<file path="src/hw/clock_buffer_cfg.svh">
// constants for the global clock buffer and multiplexer array
//
// Contract
// - With select at 0 the multiplexer output follows the primary input, with select at 1 the alternate input.
// - Every high phase of the output is a whole high phase of the input in use; a low phase at a switch can be as short as two sampling cycles.
// - The two inputs of one multiplexer are unrelated clocks that may be fully asynchronous to each other.
// - In buffer form the element forwards the primary input alone and ignores select.
// - In gated form an enable passes or blocks the primary clock through the same glitch-free switching.
// - Multiplexers come in pairs with crossed inputs, one's primary input being its partner's alternate input.
// - The first matrix input is the primary path of a buffer and the second is its alternate source.
// - A left or right edge pair draws each input from the half-clock pin, a routing line or a clock manager.
// - A top or bottom edge pair picks each input from two global pins, two clock managers or one routing line.
// - Each top or bottom pair reaches four of the eight global pins of its edge so differential inputs cost no buffer.
// - Each left or right edge pair is fed by only two dedicated half-clock pins.
// - There are 24 multiplexers; top and bottom ones reach all quadrants, left and right ones only their half.
`ifndef CLOCK_BUFFER_CFG_SVH
`define CLOCK_BUFFER_CFG_SVH

`define CB_NUM_MUX 24
`define CB_NUM_PAIR 12
`define CB_TB_PAIRS 4
`define CB_LR_PAIRS 4
`define CB_EDGE_MUX 8
`define CB_SRC_W 3
`define CB_MODE_W 2
`define CB_GPIN_NUM 16
`define CB_HPIN_NUM 8

// global pin bases of each top/bottom pair: low group and high group
`define CB_TB_LO0 6
`define CB_TB_HI0 10
`define CB_TB_LO1 4
`define CB_TB_HI1 8
`define CB_TB_LO2 2
`define CB_TB_HI2 14
`define CB_TB_LO3 0
`define CB_TB_HI3 12

// half-clock pin base of each left and right pair
`define CB_LH_BASE0 6
`define CB_LH_BASE1 4
`define CB_LH_BASE2 2
`define CB_LH_BASE3 0
`define CB_RH_BASE0 2
`define CB_RH_BASE1 0
`define CB_RH_BASE2 6
`define CB_RH_BASE3 4

`endif

</file>
<file path="src/hw/clock_buffer_pkg.sv">
// types for the global clock buffer and multiplexer array
package clock_buffer_pkg;

  // matrix source codes; left/right edges know pin_lo, cm_a and route only
  typedef enum logic [2:0] {
    SRC_PIN_LO = 3'h0,
    SRC_PIN_HI = 3'h1,
    SRC_CM_A = 3'h2,
    SRC_CM_B = 3'h3,
    SRC_ROUTE = 3'h4
  } src_code_t;

  // element form
  typedef enum logic [1:0] {
    MODE_MUX = 2'h0,
    MODE_BUFFER = 2'h1,
    MODE_GATED = 2'h2
  } drv_mode_t;

  // which clock feeds the output
  typedef enum logic [1:0] {
    PICK_PRIMARY = 2'h0,
    PICK_ALTERNATE = 2'h1,
    PICK_OFF = 2'h2
  } pick_t;

  // switching state
  typedef enum logic [1:0] {
    ST_RUN = 2'h0,
    ST_DRAIN = 2'h1,
    ST_ARM = 2'h2
  } sel_state_t;

endpackage : clock_buffer_pkg

</file>
<file path="src/hw/clk_sel_if.sv">
// bundle between the switch matrix and one glitch-free selector
`timescale 1ns/1ps
interface clk_sel_if;
  import clock_buffer_pkg::*;
  logic primary;
  logic alternate;
  logic select;
  logic enable;
  drv_mode_t mode;
  logic clk_out;
  logic switching;
  pick_t active;

  modport ctrl (
    output primary, alternate, select, enable, mode,
    input clk_out, switching, active
  );
  modport sel (
    input primary, alternate, select, enable, mode,
    output clk_out, switching, active
  );
endinterface : clk_sel_if

</file>
<file path="src/hw/glitchless_clock_selector.sv">
// one glitch-free clock selector, sampled on the system clock
`timescale 1ns/1ps
module glitchless_clock_selector
  import clock_buffer_pkg::*;
(
  input wire logic sys_clk_i, // sampling clock
  input wire logic rst_n_i, // async reset, active low
  clk_sel_if.sel port_if // clock candidates and output
);

  sel_state_t state_reg;
  pick_t cur_reg;
  pick_t target;
  logic out_reg;

  // level of a candidate clock
  function automatic logic level_of(input pick_t p, input logic prim, input logic alt);
    logic lv;
    lv = 1'b0;
    unique case (p)
      PICK_PRIMARY: lv = prim;
      PICK_ALTERNATE: lv = alt;
      default: lv = 1'b0;
    endcase
    return lv;
  endfunction : level_of

  // requested source from form, select and enable
  always_comb begin
    unique case (port_if.mode)
      MODE_BUFFER: target = PICK_PRIMARY;
      MODE_GATED: target = port_if.enable ? PICK_PRIMARY : PICK_OFF;
      MODE_MUX: target = port_if.select ? PICK_ALTERNATE : PICK_PRIMARY;
      default: target = port_if.select ? PICK_ALTERNATE : PICK_PRIMARY;
    endcase
  end

  // switching sequence: drain old high, park low, arm on new low
  always_ff @(posedge sys_clk_i or negedge rst_n_i) begin
    if (!rst_n_i) begin
      state_reg <= ST_ARM;
      cur_reg <= PICK_PRIMARY;
    end else begin
      unique case (state_reg)
        ST_RUN: begin
          if (target != cur_reg) begin
            state_reg <= ST_DRAIN;
          end
        end
        ST_DRAIN: begin
          if (!level_of(cur_reg, port_if.primary, port_if.alternate)) begin
            cur_reg <= target;
            state_reg <= ST_ARM;
          end
        end
        ST_ARM: begin
          cur_reg <= target;
          if (!level_of(target, port_if.primary, port_if.alternate)) begin
            state_reg <= ST_RUN;
          end
        end
        default: state_reg <= ST_ARM;
      endcase
    end
  end

  // output clock; never starts mid high phase
  always_ff @(posedge sys_clk_i or negedge rst_n_i) begin
    if (!rst_n_i) begin
      out_reg <= 1'b0;
    end else if (state_reg == ST_RUN) begin
      out_reg <= level_of(cur_reg, port_if.primary, port_if.alternate);
    end else if (state_reg == ST_DRAIN) begin
      out_reg <= out_reg & level_of(cur_reg, port_if.primary, port_if.alternate);
    end else begin
      out_reg <= 1'b0;
    end
  end

  assign port_if.clk_out = out_reg;
  assign port_if.switching = (state_reg != ST_RUN);
  assign port_if.active = cur_reg;

endmodule : glitchless_clock_selector

</file>
<file path="src/hw/clock_buffer_array.sv">
// array of 24 global clock selectors with edge switch matrices
`timescale 1ns/1ps
`include "clock_buffer_cfg.svh"
module clock_buffer_array
  import clock_buffer_pkg::*;
#(
  parameter logic LR_CM_PRESENT = 1'b1 // left/right clock managers fitted
)(
  input wire logic sys_clk_i, // 200 MHz sampling clock
  input wire logic rst_n_i, // async reset, active low
  input wire logic [`CB_GPIN_NUM-1:0] global_clock_pin_i, // top/bottom pins
  input wire logic [`CB_HPIN_NUM-1:0] left_half_clock_pin_i, // left pins
  input wire logic [`CB_HPIN_NUM-1:0] right_half_clock_pin_i, // right pins
  input wire logic [`CB_NUM_MUX-1:0] clock_manager_i, // manager outputs
  input wire logic [`CB_NUM_MUX-1:0] routing_line_i, // general routing
  input wire logic [`CB_NUM_MUX*`CB_SRC_W-1:0] src_sel_i, // matrix codes
  input wire logic [`CB_NUM_MUX-1:0] select_i, // per-mux select
  input wire logic [`CB_NUM_MUX-1:0] enable_i, // per-mux gate enable
  input wire logic [`CB_NUM_MUX*`CB_MODE_W-1:0] mode_i, // per-mux form
  output logic [`CB_EDGE_MUX-1:0] global_line_o, // to all quadrants
  output logic [`CB_EDGE_MUX-1:0] left_half_line_o, // left quadrants
  output logic [`CB_EDGE_MUX-1:0] right_half_line_o, // right quadrants
  output logic [`CB_NUM_MUX-1:0] switching_o, // change in progress
  output logic [`CB_NUM_MUX-1:0] active_alt_o // alternate is live
);

  ////////////////////////////////////////////////////////////////////////////
  // pin maps

  // low global pin group of a top/bottom pair
  function automatic int tb_lo(input int p);
    int b;
    b = `CB_TB_LO3;
    unique case (p)
      0: b = `CB_TB_LO0;
      1: b = `CB_TB_LO1;
      2: b = `CB_TB_LO2;
      default: b = `CB_TB_LO3;
    endcase
    return b;
  endfunction : tb_lo

  // high global pin group of a top/bottom pair
  function automatic int tb_hi(input int p);
    int b;
    b = `CB_TB_HI3;
    unique case (p)
      0: b = `CB_TB_HI0;
      1: b = `CB_TB_HI1;
      2: b = `CB_TB_HI2;
      default: b = `CB_TB_HI3;
    endcase
    return b;
  endfunction : tb_hi

  // half-clock pin base of a left pair
  function automatic int lh_base(input int q);
    int b;
    b = `CB_LH_BASE3;
    unique case (q)
      0: b = `CB_LH_BASE0;
      1: b = `CB_LH_BASE1;
      2: b = `CB_LH_BASE2;
      default: b = `CB_LH_BASE3;
    endcase
    return b;
  endfunction : lh_base

  // half-clock pin base of a right pair
  function automatic int rh_base(input int q);
    int b;
    b = `CB_RH_BASE3;
    unique case (q)
      0: b = `CB_RH_BASE0;
      1: b = `CB_RH_BASE1;
      2: b = `CB_RH_BASE2;
      default: b = `CB_RH_BASE3;
    endcase
    return b;
  endfunction : rh_base

  ////////////////////////////////////////////////////////////////////////////
  // matrix source pickers

  // five-way pick on the top and bottom edges
  function automatic logic pick5(input logic [`CB_SRC_W-1:0] code, input logic pin_lo,
                                 input logic pin_hi, input logic cm_a, input logic cm_b,
                                 input logic route);
    logic v;
    v = 1'b0;
    unique case (src_code_t'(code))
      SRC_PIN_LO: v = pin_lo;
      SRC_PIN_HI: v = pin_hi;
      SRC_CM_A: v = cm_a;
      SRC_CM_B: v = cm_b;
      SRC_ROUTE: v = route;
      default: v = 1'b0;
    endcase
    return v;
  endfunction : pick5

  // three-way pick on the left and right edges
  function automatic logic pick3(input logic [`CB_SRC_W-1:0] code, input logic pin,
                                 input logic cm, input logic route);
    logic v;
    v = 1'b0;
    unique case (src_code_t'(code))
      SRC_PIN_LO: v = pin;
      SRC_CM_A: v = cm;
      SRC_ROUTE: v = route;
      default: v = 1'b0; // pin_hi and cm_b do not exist here
    endcase
    return v;
  endfunction : pick3

  ////////////////////////////////////////////////////////////////////////////
  // switch matrix outputs, two per pair

  logic [`CB_NUM_MUX-1:0] matrix_line;
  logic [`CB_NUM_MUX-1:0] mux_out;

  genvar gp;
  genvar gk;
  generate
    // top and bottom pairs: four of the edge's eight global pins each
    for (gp = 0; gp < `CB_TB_PAIRS; gp++) begin : g_tb
      for (gk = 0; gk < 2; gk++) begin : g_in
        localparam int LO_PIN = tb_lo(gp) + 1 - gk;
        localparam int HI_PIN = tb_hi(gp) + 1 - gk;
        // candidate set: two pins, both pair managers, one routing line
        assign matrix_line[2*gp+gk] = pick5(src_sel_i[(2*gp+gk)*`CB_SRC_W +: `CB_SRC_W],
                                            global_clock_pin_i[LO_PIN],
                                            global_clock_pin_i[HI_PIN],
                                            clock_manager_i[2*gp],
                                            clock_manager_i[2*gp+1],
                                            routing_line_i[2*gp+gk]);
      end
    end

    // left pairs: two dedicated half-clock pins per pair
    for (gp = 0; gp < `CB_LR_PAIRS; gp++) begin : g_left
      for (gk = 0; gk < 2; gk++) begin : g_in
        localparam int SLOT = 2*(`CB_TB_PAIRS+gp) + gk;
        localparam int PIN = lh_base(gp) + 1 - gk;
        // pin, routing line, or manager where fitted
        assign matrix_line[SLOT] = pick3(src_sel_i[SLOT*`CB_SRC_W +: `CB_SRC_W],
                                         left_half_clock_pin_i[PIN],
                                         clock_manager_i[SLOT] & LR_CM_PRESENT,
                                         routing_line_i[SLOT]);
      end
    end

    // right pairs: same structure, own pin order
    for (gp = 0; gp < `CB_LR_PAIRS; gp++) begin : g_right
      for (gk = 0; gk < 2; gk++) begin : g_in
        localparam int SLOT = 2*(`CB_TB_PAIRS+`CB_LR_PAIRS+gp) + gk;
        localparam int PIN = rh_base(gp) + 1 - gk;
        // pin, routing line, or manager where fitted
        assign matrix_line[SLOT] = pick3(src_sel_i[SLOT*`CB_SRC_W +: `CB_SRC_W],
                                         right_half_clock_pin_i[PIN],
                                         clock_manager_i[SLOT] & LR_CM_PRESENT,
                                         routing_line_i[SLOT]);
      end
    end
  endgenerate

  ////////////////////////////////////////////////////////////////////////////
  // selectors, crossed in pairs

  genvar gm;
  generate
    for (gm = 0; gm < `CB_NUM_MUX; gm++) begin : g_mux
      localparam int MATE = gm ^ 1;
      clk_sel_if sel_bus ();

      // own matrix line is primary, partner's line is alternate
      assign sel_bus.primary = matrix_line[gm];
      assign sel_bus.alternate = matrix_line[MATE];
      assign sel_bus.select = select_i[gm];
      assign sel_bus.enable = enable_i[gm];
      assign sel_bus.mode = drv_mode_t'(mode_i[gm*`CB_MODE_W +: `CB_MODE_W]);

      glitchless_clock_selector u_sel (
        .sys_clk_i (sys_clk_i),
        .rst_n_i (rst_n_i),
        .port_if (sel_bus.sel)
      );

      // status taps
      assign mux_out[gm] = sel_bus.clk_out;
      assign switching_o[gm] = sel_bus.switching;
      assign active_alt_o[gm] = (sel_bus.active == PICK_ALTERNATE);
    end
  endgenerate

  ////////////////////////////////////////////////////////////////////////////
  // spine distribution

  // top/bottom reach every quadrant, edges only their half
  assign global_line_o = mux_out[`CB_EDGE_MUX-1:0];
  assign left_half_line_o = mux_out[2*`CB_EDGE_MUX-1:`CB_EDGE_MUX];
  assign right_half_line_o = mux_out[3*`CB_EDGE_MUX-1:2*`CB_EDGE_MUX];

endmodule : clock_buffer_array

</file>
<file path="config.mk">
export PLATFORM = sky130hd
export DESIGN_NAME = clock_buffer_array
export DESIGN_NICKNAME = d
export VERILOG_FILES = /design/src/hw/clock_buffer_pkg.sv /design/src/hw/clk_sel_if.sv /design/src/hw/glitchless_clock_selector.sv /design/src/hw/clock_buffer_array.sv
export VERILOG_INCLUDE_DIRS = /design/src /design/src/hw
export SDC_FILE = /design/constraint.sdc
export NUM_CORES = 1
export LEC_CHECK = 0
export ABC_AREA = 0
export ABC_CLOCK_PERIOD_IN_PS = 1800
export BUFFER_PORTS_ARGS = -buffer_cell sky130_fd_sc_hd__buf_4
export CAP_MARGIN = 20
export CELL_PAD_IN_SITES_DETAIL_PLACEMENT = 0
export CELL_PAD_IN_SITES_GLOBAL_PLACEMENT = 2
export CORE_MARGIN = 2
export CORE_UTILIZATION = 31
export DETAILED_ROUTE_END_ITERATION = 12
export PLACE_DENSITY = 0.84
export SETUP_SLACK_MARGIN = 0.05
export SLEW_MARGIN = 10
export SYNTH_ARGS = -nofsm -noshare
export SYNTH_HDL_FRONTEND = slang
export SYNTH_HIERARCHICAL = 1
export SYNTH_SLANG_ARGS = --single-unit
</file>
<file path="constraint.sdc">
create_clock -name sys_clk_i -period 1.8 [get_ports sys_clk_i]
set_clock_uncertainty 0.2 [all_clocks]
set_input_delay 0.18 -clock sys_clk_i [delete_from_list [all_inputs] [get_ports sys_clk_i]]
set_output_delay 0.18 -clock sys_clk_i [all_outputs]
set_load 0.1 [all_outputs]
</file>
# Word-level counts from Yosys, hierarchy flattened
# Cells that the tools add are included.
# W data, S select, Z words.
[word_totals] regBits=120 latch_bits=0 ram_bits=0 romBits=0 in_bits=250 output_inout_bits=72 elab_cells=1000 mem_count=0
[classes] addsub=0 mul=0 div=0 order_cmp=0 eq_ne=304 n_shift=0 n_mux=408 n_bitwise=24 n_reduce_logical=192
[op_table] operator="$mux W2" n=120
[op_table] operator="$eq A2 B1 Y1 const B" n=96
[op_table] operator="$pmux W2 S2" n=48
[op_table] operator="$logic_not A2 Y1" n=72
[op_table] operator="$mux W1" n=144
[op_table] operator="$pmux W2 S3" n=24
[op_table] operator="$eq A2 B2 Y1 const B" n=48
[op_table] operator="$eq A3 B2 Y1 const B" n=32
[op_table] operator="$ne A2 B2 Y1 const B" n=48
[op_table] operator="$pmux W1 S2" n=48
[op_table] operator="$reduce_bool A2 Y1" n=48
[op_table] operator="$eq A3 B3 Y1 const B" n=24
[op_table] operator="$logic_not A3 Y1" n=24
[op_table] operator="$reduce_and A3 Y1" n=24
[op_table] operator="$ne A2 B1 Y1 const B" n=24
[op_table] operator="$ne A2 B2 Y1" n=24
[op_table] operator="$pmux W1 S3" n=16
[op_table] operator="$reduce_and A2 Y1" n=24
[op_table] operator="$pmux W1 S5" n=8
[op_table] operator="$and A1 B1 Y1" n=24
[op_table] operator="$eq A3 B1 Y1 const B" n=8

# Depth between registers and ports, before layout
# Gate-level depths: netlist of run 1.
[logic_depth] depth_word=8 mapped_depth=6 ltp_nobuf=6

# Modules after synthesis
# Netlist of run 1, hierarchy kept.
[by_module_without_submodules] mod="glitchless_clock_selector at g_mux[18].u_sel ..." instances=15 cells_per_inst=36 area_each_um2=351.6 seq_area_each_um2=126.4
[by_module_without_submodules] mod="glitchless_clock_selector at g_mux[0].u_sel ..." instances=9 cells_per_inst=35 area_each_um2=340.3 seq_area_each_um2=126.4
[by_module_without_submodules] mod="clock_buffer_array" instances=1 cells_per_inst=184 area_each_um2=1391.3 seq_area_each_um2=0.0

# Worst setup path after synthesis of run 1
# No wires, ideal clock.
[synth_timing] path_type="reg2out" from="register g_mux[0].u_sel.cur_reg[1]" to="output active_alt_o[0]" arrival_ps=1783 required_ps=1420 slack_ps=-363 path_stages_with_launch=2 n_path_buf=0 path_cell_list="dfrtp_1 > nor2b_1"
[synth_between] elab_chain_len=1
[synth_rtl] item="start: declaration" line_no="glitchless_clock_selector.sv:12" text="pick_t cur_reg;"
[synth_rtl] item="start signal: assignment" line_no="glitchless_clock_selector.sv:52" text="cur_reg <= target;"
[synth_rtl] item="start signal: assignment" line_no="glitchless_clock_selector.sv:57" text="cur_reg <= target;"
[synth_rtl] item="$eq A2 B1 Y1" line_no="clock_buffer_array.sv:192" text="assign active_alt_o[gm] = (sel_bus.active == PICK_ALTERNATE);"
[synth_rtl] item="end: declaration" line_no="clock_buffer_array.sv:24" text="output logic [`CB_NUM_MUX-1:0] active_alt_o"
# No other way between the ends.

# Final worst setup path of run 1
[layout_timing] from="register g_mux[13].u_sel.state_reg[1]" to="output switching_o[13]"
[layout_between] elab_chain_len=1
[layout_rtl] item="start: declaration" line_no="glitchless_clock_selector.sv:11" text="sel_state_t state_reg;"
[layout_rtl] item="start signal: assignment" line_no="glitchless_clock_selector.sv:41" text="state_reg <= ST_ARM;"
[layout_rtl] item="start signal: assignment" line_no="glitchless_clock_selector.sv:47" text="state_reg <= ST_DRAIN;"
[layout_rtl] item="start signal: assignment" line_no="glitchless_clock_selector.sv:53" text="state_reg <= ST_ARM;"
[layout_rtl] item="$reduce_bool A2 Y1" line_no="glitchless_clock_selector.sv:81" text="assign port_if.switching = (state_reg != ST_RUN);"
[layout_rtl] item="end: declaration" line_no="clock_buffer_array.sv:23" text="output logic [`CB_NUM_MUX-1:0] switching_o,"
# No other way between the ends.

==> reports/qor.csv, run 1 <==
stage;metric;value;unit
die;die height;181;um
critical_path;delay-heaviest family, CP;flip-flops;
timing;hold violation total from the final report;0;
synth;Post-Synthesis Cells;1039;
synth;Synth area leaders;dfrtp_1, dfstp_2, mux2i_1;
critical_path;R2R setup slack;0.26;ns
critical_path;r2r endpoint;g_mux[22].u_sel/port_if.active[0];
timing;Tightest Pin Transition;0.428;ns
critical_path;maximum fanout along the worst path;5;
synth;Yosys top cell area share;24.7;%
clock_network;Clk pin slew, worst setup/hold paths;0.06;ns
critical_path;Worst path slowest cell;dfstp_2;
critical_path;critical path class;reg -> out;
synth;Synth Cell Area;0.00973;sq mm
clock_network;clock buffer count from CTS;17;
clock_network;CTS max path bufs;2;
critical_path;R2R Path Start;g_mux[22].u_sel/port_if.active[0];
route;Routed Antenna Nets;0;
timing;final setup margin;0.101;ns
synth;Yosys cell types;43;
route;DRC errors left;0;
global_route;first-pass GRT wire length;42000;um
timing;RSZ-0062 raised after global routing;no;
global_route;All-Layer GR Usage;15.2;%
placement;IO buf count;321;
critical_path;reg2reg path depth;3;
pwr;PD cells;1770;mW/mm^2
pwr;VDD IR max;1.42;mV
hold_path;Min-Delay Path Class;in -> reg;
placement;placed instance area;0.0125;sq mm
critical_path;Critical Path RT;1.42;ns
timing;Min Clock Period, post-route;1.70;ns
critical_path;Worst Path Buf+Inv;1;
hold_path;WHS Path Cells;4;
timing;FMAX;0.589;GHz
pwr;leakage power;6.38;nW
placement;pre-CTS setup slack;-0.0316;ns
die;I/O pins;322;
cells_and_area;Layout fillers;3028;
route;Routed WL;25400;um
cells_and_area;nets;1666;
cells_and_area;commonest cells after routing, fill and taps aside;buf_4, dfrtp_1, inv_1;
cells_and_area;antenna cells;0;
global_route;grt ovf;0;
cells_and_area;fraction of layout cells with a size suffix above 1;44.3;%
critical_path;WP depth;2;
synth;Synth Area per Inst;9.36;sq um
hold_path;Worst Min Path Start;select_i[7];
timing;Final setup viols;0;
critical_path;CP peak stage delay;0.58;ns
global_route;number of antenna violations at the first check in global routing;0;
route;vias post-DR;8772;
placement;hpwl dp;19300;um
die;Starting Density;31.6;%
timing;Slew HR;71.4;%
clock_network;Root Buffer;clkbuf_16;
synth;Yosys reg bits;120;
cells_and_area;most common cell after layout, fill and taps aside;buf_4;
flow_run;max cap viols;0;
synth;syn_nets;1313;
die;Placeable Area;0.0307;sq mm
cells_and_area;post-layout instance area;0.0140;sq mm
critical_path;CP Cell Sequence;or2_4, buf_12;
die;row count;64;
route;initial drt markers;358;
hold_path;hold path endpoint;g_mux[7].u_sel/port_if.active[0];
clock_network;H-tree levels;4;
die;Die X;181;um
cells_and_area;Area growth, synth to finish;44.3;%
critical_path;CP endpoint kind;primary output;
outcome;status;completed;
critical_path;Worst setup SP type;register;
synth;Yosys warnings;6;
synth;area leader, netlist;dfrtp_1;
clock_network;clk_lat worst skew;0.42;ns
global_route;vias in the first global route;8517;
route;DR vias/cell;4.87;
placement;gpl congestion;0.810;
timing;fin. max-slew vios;0;
die;die area;0.0328;sq mm
clock_network;TritonCTS clock tree;yes;
route;drt pass-1 iters;5;
synth;sequential share of the synthesized area;31.2;%
timing;final period utilization;94.4;%
critical_path;crit path DAT;1.32;ns
global_route;pin count of the biggest net entering global routing;33;
clock_network;Sink Count;120;
route;routed len/inst;14.1;um
[power breakdown]
group / internal, mW / switching [mW] / leakage [nW] / total (mW)
clock network: 2.00 / 1.26 / 0.266 / 3.26
logic: 6.26 / 9.66 / 4.65 / 15.9
registers: 4.05 / 1.55 / 1.46 / 5.60
total: 12.3 / 12.5 / 6.38 / 24.8
[cells in the mapped netlist]
library cell,count
nor2b_1,63
ha_1,24
o31a_1,9
o21ai_0,15
a211oi_2,9
clkbuf_2,15
or2_1,9
o22ai_1,9
a21o_2,15
a21bo_2,9
buf_2,39
nor3_2,9
a21oi_1,33
dfrtp_1,96
mux2i_2,15
or2_2,15
nor3_1,9
o31ai_1,30
nand2_1,39
mux2_1,8
o2111ai_1,15
xnor2_1,48
or2b_1,15
mux2i_1,57
a211oi_1,9
or2_4,9
and2_1,9
o21ai_2,8
inv_1,63
nand3b_1,32
nand3_1,24
nor2_1,25
buf_4,48
o21a_1,33
o311a_1,15
dfstp_2,24
a22oi_1,24
a31oi_1,9
o211ai_1,24
a2111oi_2,15
nand2b_1,33
xor2_1,15
a31o_2,15
[worst min-delay path, cell delays in order]
cell	delay, ns
buf_4	0.09
nand3_1	0.08
a21oi_1	0.14
a31o_2	0.11
[what timing repair did]
| action | 4_1_cts | 5_1_grt |
|---|---|---|
| gates resized for setup | 87 | 34 |
| endpoints found under the hold margin | 147 | 0 |
| setup endpoints to repair | 34 | 27 |
| hold buffers | 34 | 0 |
| setup buffers | 24 | 3 |
[per-stage QoR]
| step | TNS [ns] | utilization, % | std cells | hold slack (ns) | power (mW) |
|---|---|---|---|---|---|
| 6_report | 0 | 45.6 | 1801 | 0.0198 | 24.8 |
| 3_5_place_dp | -0.0730 | 40.7 | 1708 | -0.0876 | 19.8 |
| 4_1_cts | 0 | 45.3 | 1798 | 0.00121 | 24.7 |
| 5_1_grt | 0 | 45.6 | 1801 | 0.00956 | 26.2 |
| 2_1_floorplan | 0 | - | 1039 | -0.316 | 17.4 |
| 3_3_place_gp | 0 | 40.7 | 1708 | -0.0850 | 19.7 |
[worst max path at each step]
stage                                                 start                          endpoint  slack [ns]
final                          g_mux[13].u_sel/state_reg[1]                   switching_o[13]        0.10
after detailed placement                      src_sel_i[18]  g_mux[6].u_sel/port_if.active[0]       -0.03
after CTS                      g_mux[13].u_sel/state_reg[1]                   switching_o[13]        0.01
after floorplan           g_mux[18].u_sel/port_if.active[0]                  active_alt_o[18]        0.16
after global routing      g_mux[22].u_sel/port_if.active[1]                  active_alt_o[22]        0.05
after global placement                        src_sel_i[18]  g_mux[6].u_sel/port_if.active[0]       0.003
[kinds of logic (layout without fill, tap and decap cells)]
kind of cell | after synthesis | count (layout) | synth area share (%)
fa+ha+maj | 24 | 24 | 3.09
mux | 80 | 80 | 8.91
simple gates | 291 | 291 | 17.8
xor+xnor | 63 | 63 | 5.67
compound gates | 296 | 296 | 24.4
flops | 120 | 120 | 31.2
buf+inv | 165 | 531 | 8.91
[final cells by class]
cell class	count	area, sq um	area share [%]
Multi-Input combinational cell	754	5920	42.2
Timing Repair Buffer	436	3770	26.9
Sequential cell	120	3060	21.8
Tap cell	396	495	3.53
Clock buffer	24	482	3.43
Inverter	63	236	1.69
Clock inverter	8	76.3	0.544
[metal layers]
layer	wire [um]	global-route usage [%]	part of all wire [%]	vias up
li1	-	-	-	4410
met1	11800	20.6	47	4148
met2	12000	24.9	47	204
met3	1330	3.33	5.2	10
met4	197	3.51	0.77	0
met5	0	0	0	-
Note: power is estimated with default switching activity, not from simulation.
==> run 2: changes to the inputs <==
GPL_TIMING_DRIVEN = 0   (was unset)
==> run 2 against run 1 <==
  * Critical path depth increased by 1
  * Cell area increased by 4.3%
  * Worst setup slack got worse by 0.026 ns
  * Sequential power decreased by 8.0%
  * Fmax decreased by 1.5%
  * Die area unchanged
  * Hold slack got worse by 0.011 ns
  * Utilization increased by 2.0 points
  * Total power increased by 5.6%
  * Final cell count increased by 3.5%
  * Clock power increased by 4%
  * Global-route usage increased by 0.28 points
  * Critical endpoint is now switching_o[15]
  * Highest routed layer unchanged
==> reports/qor.csv, run 2 (synthesis gave the netlist of run 1 again) <==
stage;metric;value;unit;change
pwr;Switch Pwr;12.8;mW;was 12.5 mW
placement;pre-CTS setup slack;-0.0742;ns;was -0.0316 ns
pwr;Logic pwr share;67.3;%;was 64.3%
die;Die X;181;um;unchanged
pwr;PD cells;1790;mW/mm^2;was 1770 mW/mm^2
route;initial drt markers;390;;was 358
die;die area;0.0328;sq mm;unchanged
global_route;vias in the first global route;8919;;was 8517
pwr;clock share of power;13.0;%;was 13.2%
timing;Tightest Pin Transition;0.630;ns;was 0.428 ns
clock_network;clk_lat worst skew;0.41;ns;was 0.42 ns
route;vias post-DR;8959;;was 8772
timing;setup TNS after final layout;0;ns;unchanged
timing;Min Clock Period, post-route;1.73;ns;was 1.70 ns
placement;IO buf count;321;;unchanged
placement;placed instance area;0.0127;sq mm;was 0.0125 sq mm
cells_and_area;area of the multi-input gates;0.00596;sq mm;was 0.00592 sq mm
timing;hold violation total from the final report;0;;unchanged
clock_network;clock buffer count from CTS;17;;unchanged
timing;fin. max-slew vios;0;;unchanged
clock_network;CTS max path bufs;2;;unchanged
timing;FMAX;0.580;GHz;was 0.589 GHz
timing;Final setup viols;0;;unchanged
cells_and_area;most common cell after layout, fill and taps aside;buf_4;;unchanged
cells_and_area;nets;1729;;was 1666
cells_and_area;post-layout instance area;0.0146;sq mm;was 0.0140 sq mm
critical_path;Worst setup SP type;register;;unchanged
critical_path;reg2reg path depth;4;;was 3
route;Routed Antenna Nets;0;;unchanged
clock_network;Clk pin slew, worst setup/hold paths;0.06;ns;about the same
clock_network;TritonCTS clock tree;yes;;unchanged
placement;hpwl dp;18800;um;was 19300 um
flow_run;max cap viols;0;;unchanged
hold_path;Worst Min Path Start;select_i[19];;was select_i[7]
critical_path;critical path class;reg -> out;;unchanged
cells_and_area;Layout fillers;2998;;was 3028
global_route;number of antenna violations at the first check in global routing;0;;unchanged
global_route;first-pass GRT wire length;43000;um;was 42000 um
pwr;P_int;13.4;mW;was 12.3 mW
global_route;grt ovf;0;;unchanged
cells_and_area;Area growth, synth to finish;50.5;%;was 44.3%
clock_network;Root Buffer;clkbuf_16;;unchanged
global_route;Most Used Layer, Global Route;met2;;unchanged
route;routed len/inst;13.9;um;was 14.1 um
hold_path;WHS Path Cells;4;;unchanged
critical_path;Critical Path RT;1.42;ns;about the same
die;Starting Density;31.6;%;unchanged
outcome;status;completed;;unchanged
global_route;M2 GR Usage;27.1;%;was 24.9%
global_route;routing usage on met1;20.0;%;was 20.6%
route;drt pass-1 iters;5;;unchanged
pwr;Reg power frac;19.7;%;was 22.6%
pwr;sw frac;48.8;%;was 50.3%
clock_network;Sink Count;120;;unchanged
die;I/O pins;322;;unchanged
critical_path;crit path DAT;1.35;ns;was 1.32 ns
die;Placeable Area;0.0307;sq mm;unchanged
pwr;VDD IR max;1.17;mV;was 1.42 mV
hold_path;hold path endpoint;g_mux[19].u_sel/port_if.active[0];;was g_mux[7].u_sel/port_if.active[0]
route;DRC errors left;0;;unchanged
timing;Slew HR;58.0;%;was 71.4%
pwr;leakage power;6.73;nW;was 6.38 nW
route;DR vias/cell;4.81;;was 4.87
cells_and_area;register area;0.00304;sq mm;was 0.00306 sq mm
timing;RSZ-0062 raised after global routing;yes;;was no
placement;gpl congestion;0.777;;was 0.810
critical_path;maximum fanout along the worst path;2;;was 5
cells_and_area;fraction of layout cells with a size suffix above 1;44.8;%;was 44.3%
pwr;Pwr Total;26.2;mW;was 24.8 mW
timing;final setup margin;0.0746;ns;was 0.101 ns
global_route;pin count of the biggest net entering global routing;63;;was 33
die;row count;64;;unchanged
hold_path;Min-Delay Path Class;in -> reg;;unchanged
die;die height;181;um;unchanged
critical_path;CP endpoint kind;primary output;;unchanged
cells_and_area;antenna cells;0;;unchanged
clock_network;H-tree levels;4;;unchanged
route;Routed WL;26000;um;was 25400 um
global_route;met3 usage;2.64;%;was 3.33%
critical_path;R2R Path Start;g_mux[2].u_sel/state_reg[1];;was g_mux[22].u_sel/port_if.active[0]
timing;final period utilization;95.9;%;was 94.4%
global_route;All-Layer GR Usage;15.5;%;was 15.2%
critical_path;R2R setup slack;0.25;ns;was 0.26 ns
cells_and_area;commonest cells after routing, fill and taps aside;buf_4, dfrtp_1, inv_1;;unchanged
critical_path;r2r endpoint;g_mux[2].u_sel/port_if.active[0];;was g_mux[22].u_sel/port_if.active[0]
run 2: cell count changes in the layout (fill, tap and decap cells not counted), moves of 11 or more:
cell / before / now
dlygate4sd3_1: 34 / 57
buf_6: 22 / 38
buf_2: 0 / 15
or2_2: 15 / 0
buf_4: 350 / 362
or2_4: 16 / 28
dfrtp_1: 77 / 88
dfrtp_2: 19 / 8
run 2: per-stage QoR:
stage          hold WS (ns)  cells  utilization, %
2_1_floorplan        -0.316   1039               -
3_3_place_gp          0.306   1756            41.3
3_5_place_dp         0.0180   1757            41.4
4_1_cts             0.00266   1851            46.9
5_1_grt              0.0212   1864            47.6
6_report            0.00839   1864            47.6
run 2: layout make-up:
cell class / instances / area share (%)
Clock buffer: 20 / 3.05
Buffer: 57 / 3.10
Timing Repair Buffer: 442 / 26.5
Inverter: 63 / 1.62
Sequential cell: 120 / 20.8
Tap cell: 396 / 3.38
Clock inverter: 12 / 0.872
Multi-Input combinational cell: 754 / 40.7
run 2: worst max path at each step:
stage	start	slack [ns]	cells past startpoint	endpoint
3_3_place_gp	rst_n_i	-0.17	1	g_mux[15].u_sel/port_if.active[1]
6_report	g_mux[15].u_sel/state_reg[1]	0.07	3	switching_o[15]
5_1_grt	g_mux[15].u_sel/state_reg[1]	0.02	3	switching_o[15]
3_5_place_dp	src_sel_i[18]	-0.07	7	g_mux[6].u_sel/port_if.active[0]
2_1_floorplan	g_mux[18].u_sel/port_if.active[0]	0.16	1	active_alt_o[18]
4_1_cts	g_mux[10].u_sel/state_reg[1]	0.04	3	switching_o[10]
run 2: what timing repair did:
action / in CTS / in global routing
hold buffers: 57 / 0
setup buffers: 45 / 18
pin swaps: 5 / 6
hold endpoints to repair: 128 / 0
resized for setup: 130 / 34
endpoints found under the setup margin: 28 / 62
run 2: metal layers:
layer	part of all wire [%]	vias up
met5	0	-
li1	-	4535
met3	4.4	10
met2	49	193
met1	46	4221
met4	0.75	0
run 2: critical path, cell delays in order (launching register included):
cell,delay [ns]
dfstp_2,0.54
or2_1,0.12
buf_4,0.12
buf_12,0.16
run 2: power groups by stage:
stage	clock, mW	sequential [mW]	combinational (mW)
finish	3.40	5.15	17.6
detailed placement	0	5.08	15.4
global route	3.63	5.34	18.7
floorplan	0	4.83	12.6
CTS	3.53	5.21	17.1
global placement	0	5.07	15.3
